===== config.mk =====
export PLATFORM = sky130hd
export DESIGN_NAME = anp_next_page_tx
export DESIGN_NICKNAME = d
export VERILOG_FILES = /design/src/rtl/anp_pkg.sv /design/src/rtl/anp_next_page_tx.sv
export SDC_FILE = /design/constraint.sdc
export NUM_CORES = 1
export LEC_CHECK = 0
export BUFFER_PORTS_ARGS = -buffer_cell sky130_fd_sc_hd__clkbuf_2
export CORE_MARGIN = 2
export CORE_UTILIZATION = 49
export DETAILED_ROUTE_END_ITERATION = 6
export PLACE_DENSITY_LB_ADDON = 0.08
export SYNTH_ARGS = -nofsm -noshare
export SYNTH_HDL_FRONTEND = slang
export SYNTH_SLANG_ARGS = --single-unit
export TNS_END_PERCENT = 20

===== constraint.sdc =====
create_clock -name sys_clk_in -period 1.7 [get_ports sys_clk_in]
set_input_delay 0.17 -clock sys_clk_in [delete_from_list [all_inputs] [get_ports sys_clk_in]]
set_output_delay 0.17 -clock sys_clk_in [all_outputs]
set_load 0.02 [all_outputs]

===== src/rtl/anp_pkg.sv =====
package anp_pkg;

  // Register addresses on the management port
  localparam logic [4:0]  NP_TX_ADDR        = 5'h07;
  localparam logic [4:0]  PARTNER_NP_ADDR   = 5'h08;

  // Field positions of the next page transmit register
  localparam int          MORE_PAGES_BIT    = 15;
  localparam int          RESERVED_BIT      = 14;
  localparam int          MSG_PAGE_BIT      = 13;
  localparam int          ACK_TWO_BIT       = 12;
  localparam int          TOGGLE_BIT        = 11;
  localparam int          CODE_MSB          = 10;

  // Reset values of the writable fields
  localparam logic        MORE_PAGES_RST    = 1'h0;
  localparam logic        MSG_PAGE_RST      = 1'h1;
  localparam logic        ACK_TWO_RST       = 1'h0;
  localparam logic [10:0] CODE_RST          = 11'h001;

  // Value returned for an unmapped address
  localparam logic [15:0] UNMAPPED_DATA     = 16'h0000;

  // Reset value of the device-kept toggle
  localparam logic        TOGGLE_RST        = 1'h0;

  // Level of the reserved bit, in the read view and on the link alike
  localparam logic        RESERVED_VAL      = 1'h0;

  // Reset value of the partner register and of the read data
  localparam logic [15:0] DATA_RST          = 16'h0000;

  // Next page link control word as sent to the remote partner
  typedef struct packed {
    logic        more_pages_flag;
    logic        reserved;
    logic        message_page_flag;
    logic        ack_two_flag;
    logic        toggle;
    logic [10:0] code;
  } anp_word_type;

  // Management register access request
  typedef struct packed {
    logic        wr;
    logic        rd;
    logic [4:0]  addr;
    logic [15:0] wdata;
  } anp_mgmt_req_type;

endpackage : anp_pkg


===== src/rtl/anp_next_page_tx.sv =====
`timescale 1ns/1ps
`default_nettype none

module anp_next_page_tx (
  // Clock and reset
  input  wire logic                       sys_clk_in,
  input  wire logic                       sys_rst_in,
  // Management access from the station
  input  wire anp_pkg::anp_mgmt_req_type  mgmt_req_in,
  output logic [15:0]                     mgmt_rdata_out,
  // Negotiation engine side
  input  wire logic                       base_toggle_in,
  input  wire logic                       first_page_in,
  input  wire logic                       page_sent_in,
  input  wire logic                       partner_page_valid_in,
  input  wire logic [15:0]                partner_page_in,
  // Word to transmit
  output anp_pkg::anp_word_type           tx_word_out
);

  // Writable fields of the transmit register; they double as the fields
  // of the outgoing word, so the transmitter keeps no copy of its own
  logic        more_q;          // Next page request
  logic        msg_q;           // Message page select
  logic        ack_two_flag_q;          // Compliance indication
  logic [10:0] code_q;          // Message or unformatted code

  // State that the device keeps for itself
  logic        toggle_q;        // Toggle of the word now on offer
  logic [15:0] partner_q;       // Last received partner page
  logic [15:0] rdata_q;         // Registered read data

  // Address decode; only the two next page addresses live in this block,
  // and every other address reads back the unmapped pattern
  wire         hit_tx      = (mgmt_req_in.addr == anp_pkg::NP_TX_ADDR);
  wire         hit_partner = (mgmt_req_in.addr == anp_pkg::PARTNER_NP_ADDR);
  wire         hit_none    = !hit_tx && !hit_partner;       // Unmapped address

  // Write strobe for the transmit register; a write to any other address,
  // the read-only partner register included, is dropped without trace
  wire         wr_tx       = mgmt_req_in.wr && hit_tx;
  wire         wr_partner  = mgmt_req_in.wr && hit_partner;  // Ignored write

  // Read strobes per target; they feed only the checks further down
  wire         rd_tx       = mgmt_req_in.rd && hit_tx;
  wire         rd_partner  = mgmt_req_in.rd && hit_partner;
  wire         rd_none     = mgmt_req_in.rd && hit_none;

  // Next toggle: the first next page inverts bit 11 of the base word, and
  // every later page inverts the toggle of the page sent just before it
  wire         toggle_d    = first_page_in ? ~base_toggle_in : ~toggle_q;

  // Read view of the transmit register; the reserved bit is a constant,
  // so a stray one from a careless station can never read back
  wire [15:0]  tx_view     = {more_q, anp_pkg::RESERVED_VAL, msg_q, ack_two_flag_q,
                              toggle_q, code_q};

  // Read data select; the partner register is returned as captured
  wire [15:0]  rdata_d     = hit_tx      ? tx_view :
                             hit_partner ? partner_q :
                                           anp_pkg::UNMAPPED_DATA;

  // Writable fields; the toggle and reserved bits of a write are dropped,
  // which keeps the toggle in step with the link whatever the station does
  always_ff @(posedge sys_clk_in) begin
    if (sys_rst_in) begin
      // Power-up values: last page, message page, code one
      more_q <= anp_pkg::MORE_PAGES_RST;
      msg_q  <= anp_pkg::MSG_PAGE_RST;
      ack_two_flag_q <= anp_pkg::ACK_TWO_RST;
      code_q <= anp_pkg::CODE_RST;
    end else if (wr_tx) begin
      // Field-by-field copy of the written word
      more_q <= mgmt_req_in.wdata[anp_pkg::MORE_PAGES_BIT];
      msg_q  <= mgmt_req_in.wdata[anp_pkg::MSG_PAGE_BIT];
      ack_two_flag_q <= mgmt_req_in.wdata[anp_pkg::ACK_TWO_BIT];
      code_q <= mgmt_req_in.wdata[anp_pkg::CODE_MSB:0];
    end
  end

  // Toggle advances only when a page goes out, never on a write; a
  // station that needs the current value simply reads it back
  always_ff @(posedge sys_clk_in) begin
    if (sys_rst_in) begin
      toggle_q <= anp_pkg::TOGGLE_RST;
    end else if (page_sent_in) begin
      // The word has left; the next one carries the inverted toggle
      toggle_q <= toggle_d;
    end
  end

  // Partner page capture; the engine pulses valid once per received page,
  // and the register keeps that page until the next pulse
  always_ff @(posedge sys_clk_in) begin
    if (sys_rst_in) begin
      partner_q <= anp_pkg::DATA_RST;
    end else if (partner_page_valid_in) begin
      partner_q <= partner_page_in;
    end
  end

  // Read data is sampled on the read strobe and then held, so the station
  // may collect it late; a write in the same cycle is not yet visible
  always_ff @(posedge sys_clk_in) begin
    if (sys_rst_in) begin
      rdata_q <= anp_pkg::DATA_RST;
    end else if (mgmt_req_in.rd) begin
      rdata_q <= rdata_d;
    end
  end

  // Read data leaves straight from its flip-flops
  assign mgmt_rdata_out = rdata_q;

  // Outgoing word mirrors the register fields; no stage is added, so a
  // write shows on the link side in the cycle after it is taken
  always_comb begin
    tx_word_out.more_pages_flag   = more_q;
    tx_word_out.reserved          = anp_pkg::RESERVED_VAL;
    tx_word_out.message_page_flag = msg_q;
    tx_word_out.ack_two_flag      = ack_two_flag_q;
    tx_word_out.toggle            = toggle_q;
    tx_word_out.code              = code_q;
  end

  // Checks below share the one clock and sleep through reset; each is
  // stated from the rule it guards, not from the expressions above

  // Reads of the transmit register never show the reserved bit set,
  // whatever the station may have put into that position
  reserved_zero_a : assert property (@(posedge sys_clk_in) disable iff (sys_rst_in)
    rd_tx |=> mgmt_rdata_out[anp_pkg::RESERVED_BIT] == anp_pkg::RESERVED_VAL)
    else $error("reserved bit read nonzero");

  // Each page sent after the first flips the toggle of the word on offer,
  // so the partner can tell a new page from a repeat
  toggle_flip_a : assert property (@(posedge sys_clk_in) disable iff (sys_rst_in)
    page_sent_in && !first_page_in |=> tx_word_out.toggle != $past(tx_word_out.toggle))
    else $error("toggle did not invert");

  // The first next page takes the inverse of the base word toggle,
  // regardless of what the toggle held before
  first_toggle_a : assert property (@(posedge sys_clk_in) disable iff (sys_rst_in)
    page_sent_in && first_page_in |=> tx_word_out.toggle == !$past(base_toggle_in))
    else $error("first toggle wrong");

  // Without a sent page the toggle holds; station writes to the
  // transmit register cannot move it
  toggle_ro_a : assert property (@(posedge sys_clk_in) disable iff (sys_rst_in)
    !page_sent_in |=> $stable(tx_word_out.toggle))
    else $error("toggle changed without page");

  // A written message page flag reaches the outgoing word one cycle
  // after the write is taken
  msg_page_a : assert property (@(posedge sys_clk_in) disable iff (sys_rst_in)
    wr_tx |=>
    tx_word_out.message_page_flag == $past(mgmt_req_in.wdata[anp_pkg::MSG_PAGE_BIT]))
    else $error("message page flag mismatch");

  // A written compliance flag reaches the outgoing word one cycle
  // after the write is taken
  ack_two_a : assert property (@(posedge sys_clk_in) disable iff (sys_rst_in)
    wr_tx |=>
    tx_word_out.ack_two_flag == $past(mgmt_req_in.wdata[anp_pkg::ACK_TWO_BIT]))
    else $error("ack two flag mismatch");

  // The written code field goes out bit for bit, one cycle after the
  // write is taken
  code_copy_a : assert property (@(posedge sys_clk_in) disable iff (sys_rst_in)
    wr_tx |=>
    tx_word_out.code == $past(mgmt_req_in.wdata[anp_pkg::CODE_MSB:0]))
    else $error("code field mismatch");

  // A written more pages flag reaches the outgoing word one cycle
  // after the write is taken
  more_pages_a : assert property (@(posedge sys_clk_in) disable iff (sys_rst_in)
    wr_tx |=>
    tx_word_out.more_pages_flag == $past(mgmt_req_in.wdata[anp_pkg::MORE_PAGES_BIT]))
    else $error("more pages flag mismatch");

  // Partner register reads return the captured page; a capture in the
  // same cycle is left out, as the read then sees the older page
  partner_read_a : assert property (@(posedge sys_clk_in) disable iff (sys_rst_in)
    rd_partner && !partner_page_valid_in |=> mgmt_rdata_out == partner_q)
    else $error("partner register read wrong");

  // A captured partner page is kept exactly as the engine handed it
  // over, with no bit altered on the way in
  partner_capture_a : assert property (@(posedge sys_clk_in) disable iff (sys_rst_in)
    partner_page_valid_in |=> partner_q == $past(partner_page_in))
    else $error("partner page not captured");

  // The partner register is read-only: a station write to it changes
  // nothing unless the engine captures a page in the same cycle
  partner_write_a : assert property (@(posedge sys_clk_in) disable iff (sys_rst_in)
    wr_partner && !partner_page_valid_in |=> $stable(partner_q))
    else $error("partner register took a write");

  // A read of the transmit register returns the word on offer at the
  // read, toggle included, so the station sees what the link sees
  tx_read_a : assert property (@(posedge sys_clk_in) disable iff (sys_rst_in)
    rd_tx |=> mgmt_rdata_out == $past(tx_word_out))
    else $error("transmit register read wrong");

  // Reads of any unmapped address return the fixed pattern, never
  // a leftover of an earlier answer
  unmapped_read_a : assert property (@(posedge sys_clk_in) disable iff (sys_rst_in)
    rd_none |=> mgmt_rdata_out == anp_pkg::UNMAPPED_DATA)
    else $error("unmapped read not fixed pattern");

  // Writes to other addresses leave the outgoing word untouched, so
  // only the transmit register can change what goes out
  write_ignored_a : assert property (@(posedge sys_clk_in) disable iff (sys_rst_in)
    mgmt_req_in.wr && !hit_tx && !page_sent_in |=> $stable(tx_word_out))
    else $error("word changed by foreign write");

endmodule : anp_next_page_tx

`default_nettype wire


==> flow_metrics.tcl <==
set metrics [dict create \
    comb_power_share_pct 12.5 \
    cts.clk_slew.worst_paths_ns 0.09 \
    hold_path_class "input port to flip-flop" \
    powerDensity_nw_per_um2 857 \
    syn_area_um2 2070 \
    final_util_pct 62.7 \
    grt_max_degree 36 \
    placed_area_um2 2430 \
    hold_violations 0 \
    gp_congestion 0.817 \
    layout_commonest_cell "clkbuf_2" \
    die_h_um 69.0 \
    tns_ns 0 \
    setup_violations 0 \
    rsz0062_at_grt "no" \
    min_period_ns 1.11 \
    start_util_pct 51.4 \
    grt_usage_pct 19.6 \
    ctsHoldBuffers 0 \
    htreeDepth 2 \
    drt_iter0_drc 133 \
    io_pins 77 \
    crit_buf_inv 1 \
    syn-num-nets 267 \
    grt_pass1_wl_um 7650 \
    syn_area_per_cell_um2 9.33 \
    crit_slowest_cell "nand4bb_1" \
    synth_top_area_cell "dfxtp_1" \
    numPortBuffers 73 \
    clock-sinks 47 \
    wire_per_inst_um 13.7 \
    syn_to_final_growth_pct 22.0 \
    die_w_um 69.0 \
    netSwitchingPower_mw 0.528 \
    most-common-layout-cells "clkbuf_2 (73), dfxtp_1 (47), nor2_1 (20)" \
    seq_area_frac_synth_pct 45.4 \
    pwr-share-clk_pct 33.6 \
    cp.required_ns 1.88 \
    grt_overflow_total 0 \
    tightest_slew_ns 0.671 \
    fin_crit_sh_pct 65.1 \
    worst_path_dominant_cell_family "simple AND/OR/NAND/NOR gates" \
    grt_pass1_vias 1592 \
    seqPwrFrac_pct 53.9 \
    critical_path_arrival_ns 1.29 \
    dp_hpwl_um 3300 \
    clk_latency_ns 0.30 \
    clock.fmax_mhz 904 \
    antenna_found_initial 0 \
    ys_warn_count 0 \
    path_cells "clkbuf_2 > nand4bb_1 > o21ai_0 > a21oi_1" \
    n_antenna_cell 0 \
    final_area_um2 2530 \
    critPathMaxStageDelay_ns 0.51 \
    cts_tree "yes" \
    wirelength_um 4600 \
    ir_drop_uv 370 \
    synth_area_leaders "dfxtp_1 (45%), mux2i_1 (8.7%), nand3b_1 (5.8%)" \
    drc 0 \
    yosys_register_bits 47 \
    cts_setup_buffers 0 \
    synth_cells 222 \
    root_buffer "clkbuf_8" \
    internal_power_mw 1.64 \
    slew_viol_final 0 \
    dieArea_um2 4760 \
    fin_skew_ns 0.00684 \
    criticalPathCategory "input port to flip-flop" \
    swShare_pct 24.4 \
    ant_nets 0 \
    finalNetCount 331 \
    synth.distinct_cells 23 \
    firstDrtPassIters 4 \
    synth_top_area_share_pct 45.4 \
    startpoint_type "input port" \
    p_leak_nw 1.10 \
    core_um2 4030 \
    avgViaCountPerCell 5.32 \
    status "finished clean" \
    cts_buffers 5 \
    critPathMaxFanout 16 \
    max_slew_margin_pct 55.3 \
    cts_buffer_depth 2 \
    crit_path_end_kind "flip-flop" \
    layout-drive-gt1-share_pct 32.1 \
    rows 23 \
    max_cap_viol_count 0 \
    num_vias 1793 \
    cts_resized 0 \
]
==> cells in the mapped netlist, drive strengths merged <==
| cell type | number |
|---|---|
| nand2 | 2 |
| a31oi | 15 |
| dfxtp | 47 |
| nand4 | 1 |
| nand4bb | 1 |
| and4b | 1 |
| nand4b | 12 |
| nor2b | 1 |
| a311oi | 1 |
| o21bai | 15 |
| nand2b | 2 |
| clkbuf | 13 |
| nand3 | 15 |
| a21oi | 14 |
| buf | 14 |
| o21ai | 12 |
| mux2i | 18 |
| conb | 1 |
| nand3b | 16 |
| nor3 | 1 |
| nor2 | 20 |
==> flip-flops by register name, indices dropped and copies added (netlist names) <==
register and count:
code_q 11, mgmt_rdata_out 16, partner_q 16, toggle_q 1, more_q 1, ack_two_flag_q 1
msg_q 1
==> layout make-up <==
cell class / count / area (µm²)
clock buffers: 8 / 100
fillers: 372 / 1500
repair buffers: 84 / 448
well taps: 50 / 62.6
multi-input cells: 148 / 975
flip-flops and latches: 47 / 941
==> routing by layer <==
metal  vias up  global-route usage [%]  part of all wire, %
li1        925                       -                    -
met3         6                    4.97                  6.7
met1       795                    27.8                   49
met4         0                    6.54                  1.3
met5         -                       0                    0
met2        67                    29.0                   43
==> through the flow <==
step / hold slack (ns) / std cells / power (mW) / setup WS, ns
final: 0.0690 / 337 / 2.17 / 0.593
after global routing: 0.0949 / 337 / 2.26 / 0.458
after CTS: 0.0638 / 337 / 2.18 / 0.642
after detailed placement: 0.390 / 329 / 1.47 / 0.321
after global placement: 0.388 / 329 / 1.46 / 0.341
after floorplan: 0.286 / 222 / 1.36 / 0.762
==> cell families after synthesis <==
kind of cell           Yosys count  share of synthesized area (%)
AO/OA/AOI/OAI                   57                           16.7
buffers and inverters           27                           7.49
flip-flops                      47                           45.4
multiplexers                    18                           8.70
other                            1                          0.181
AND/OR/NAND/NOR                 72                           21.5
==> worst paths after layout <==
| kind | startpoint | endpoint | slack [ns] | cells past startpoint |
|---|---|---|---|---|
| max | mgmt_req_in[19] | code_q[3]$_SDFFE_PP0P_ | 0.59 | 4 |
| max reg2reg | toggle_q$_SDFFE_PP0P_ | mgmt_rdata_out[11]$_SDFFE_PP0P_ | 0.92 | 2 |
| min reg2reg | mgmt_rdata_out[14]$_SDFFE_PP0P_ | mgmt_rdata_out[14]$_SDFFE_PP0P_ | 0.47 | 2 |
| min | page_sent_in | toggle_q$_SDFFE_PP0P_ | 0.07 | 2 |
==> power groups by stage <==
stage | Clock, mW | Sequential (mW) | Combinational (mW)
2_1_floorplan | 0 | 1.21 | 0.151
3_3_place_gp | 0 | 1.19 | 0.270
3_5_place_dp | 0 | 1.19 | 0.271
4_1_cts | 0.743 | 1.17 | 0.272
5_1_grt | 0.788 | 1.17 | 0.299
6_report | 0.727 | 1.17 | 0.270
Note: power is estimated with default switching activity, not from simulation.
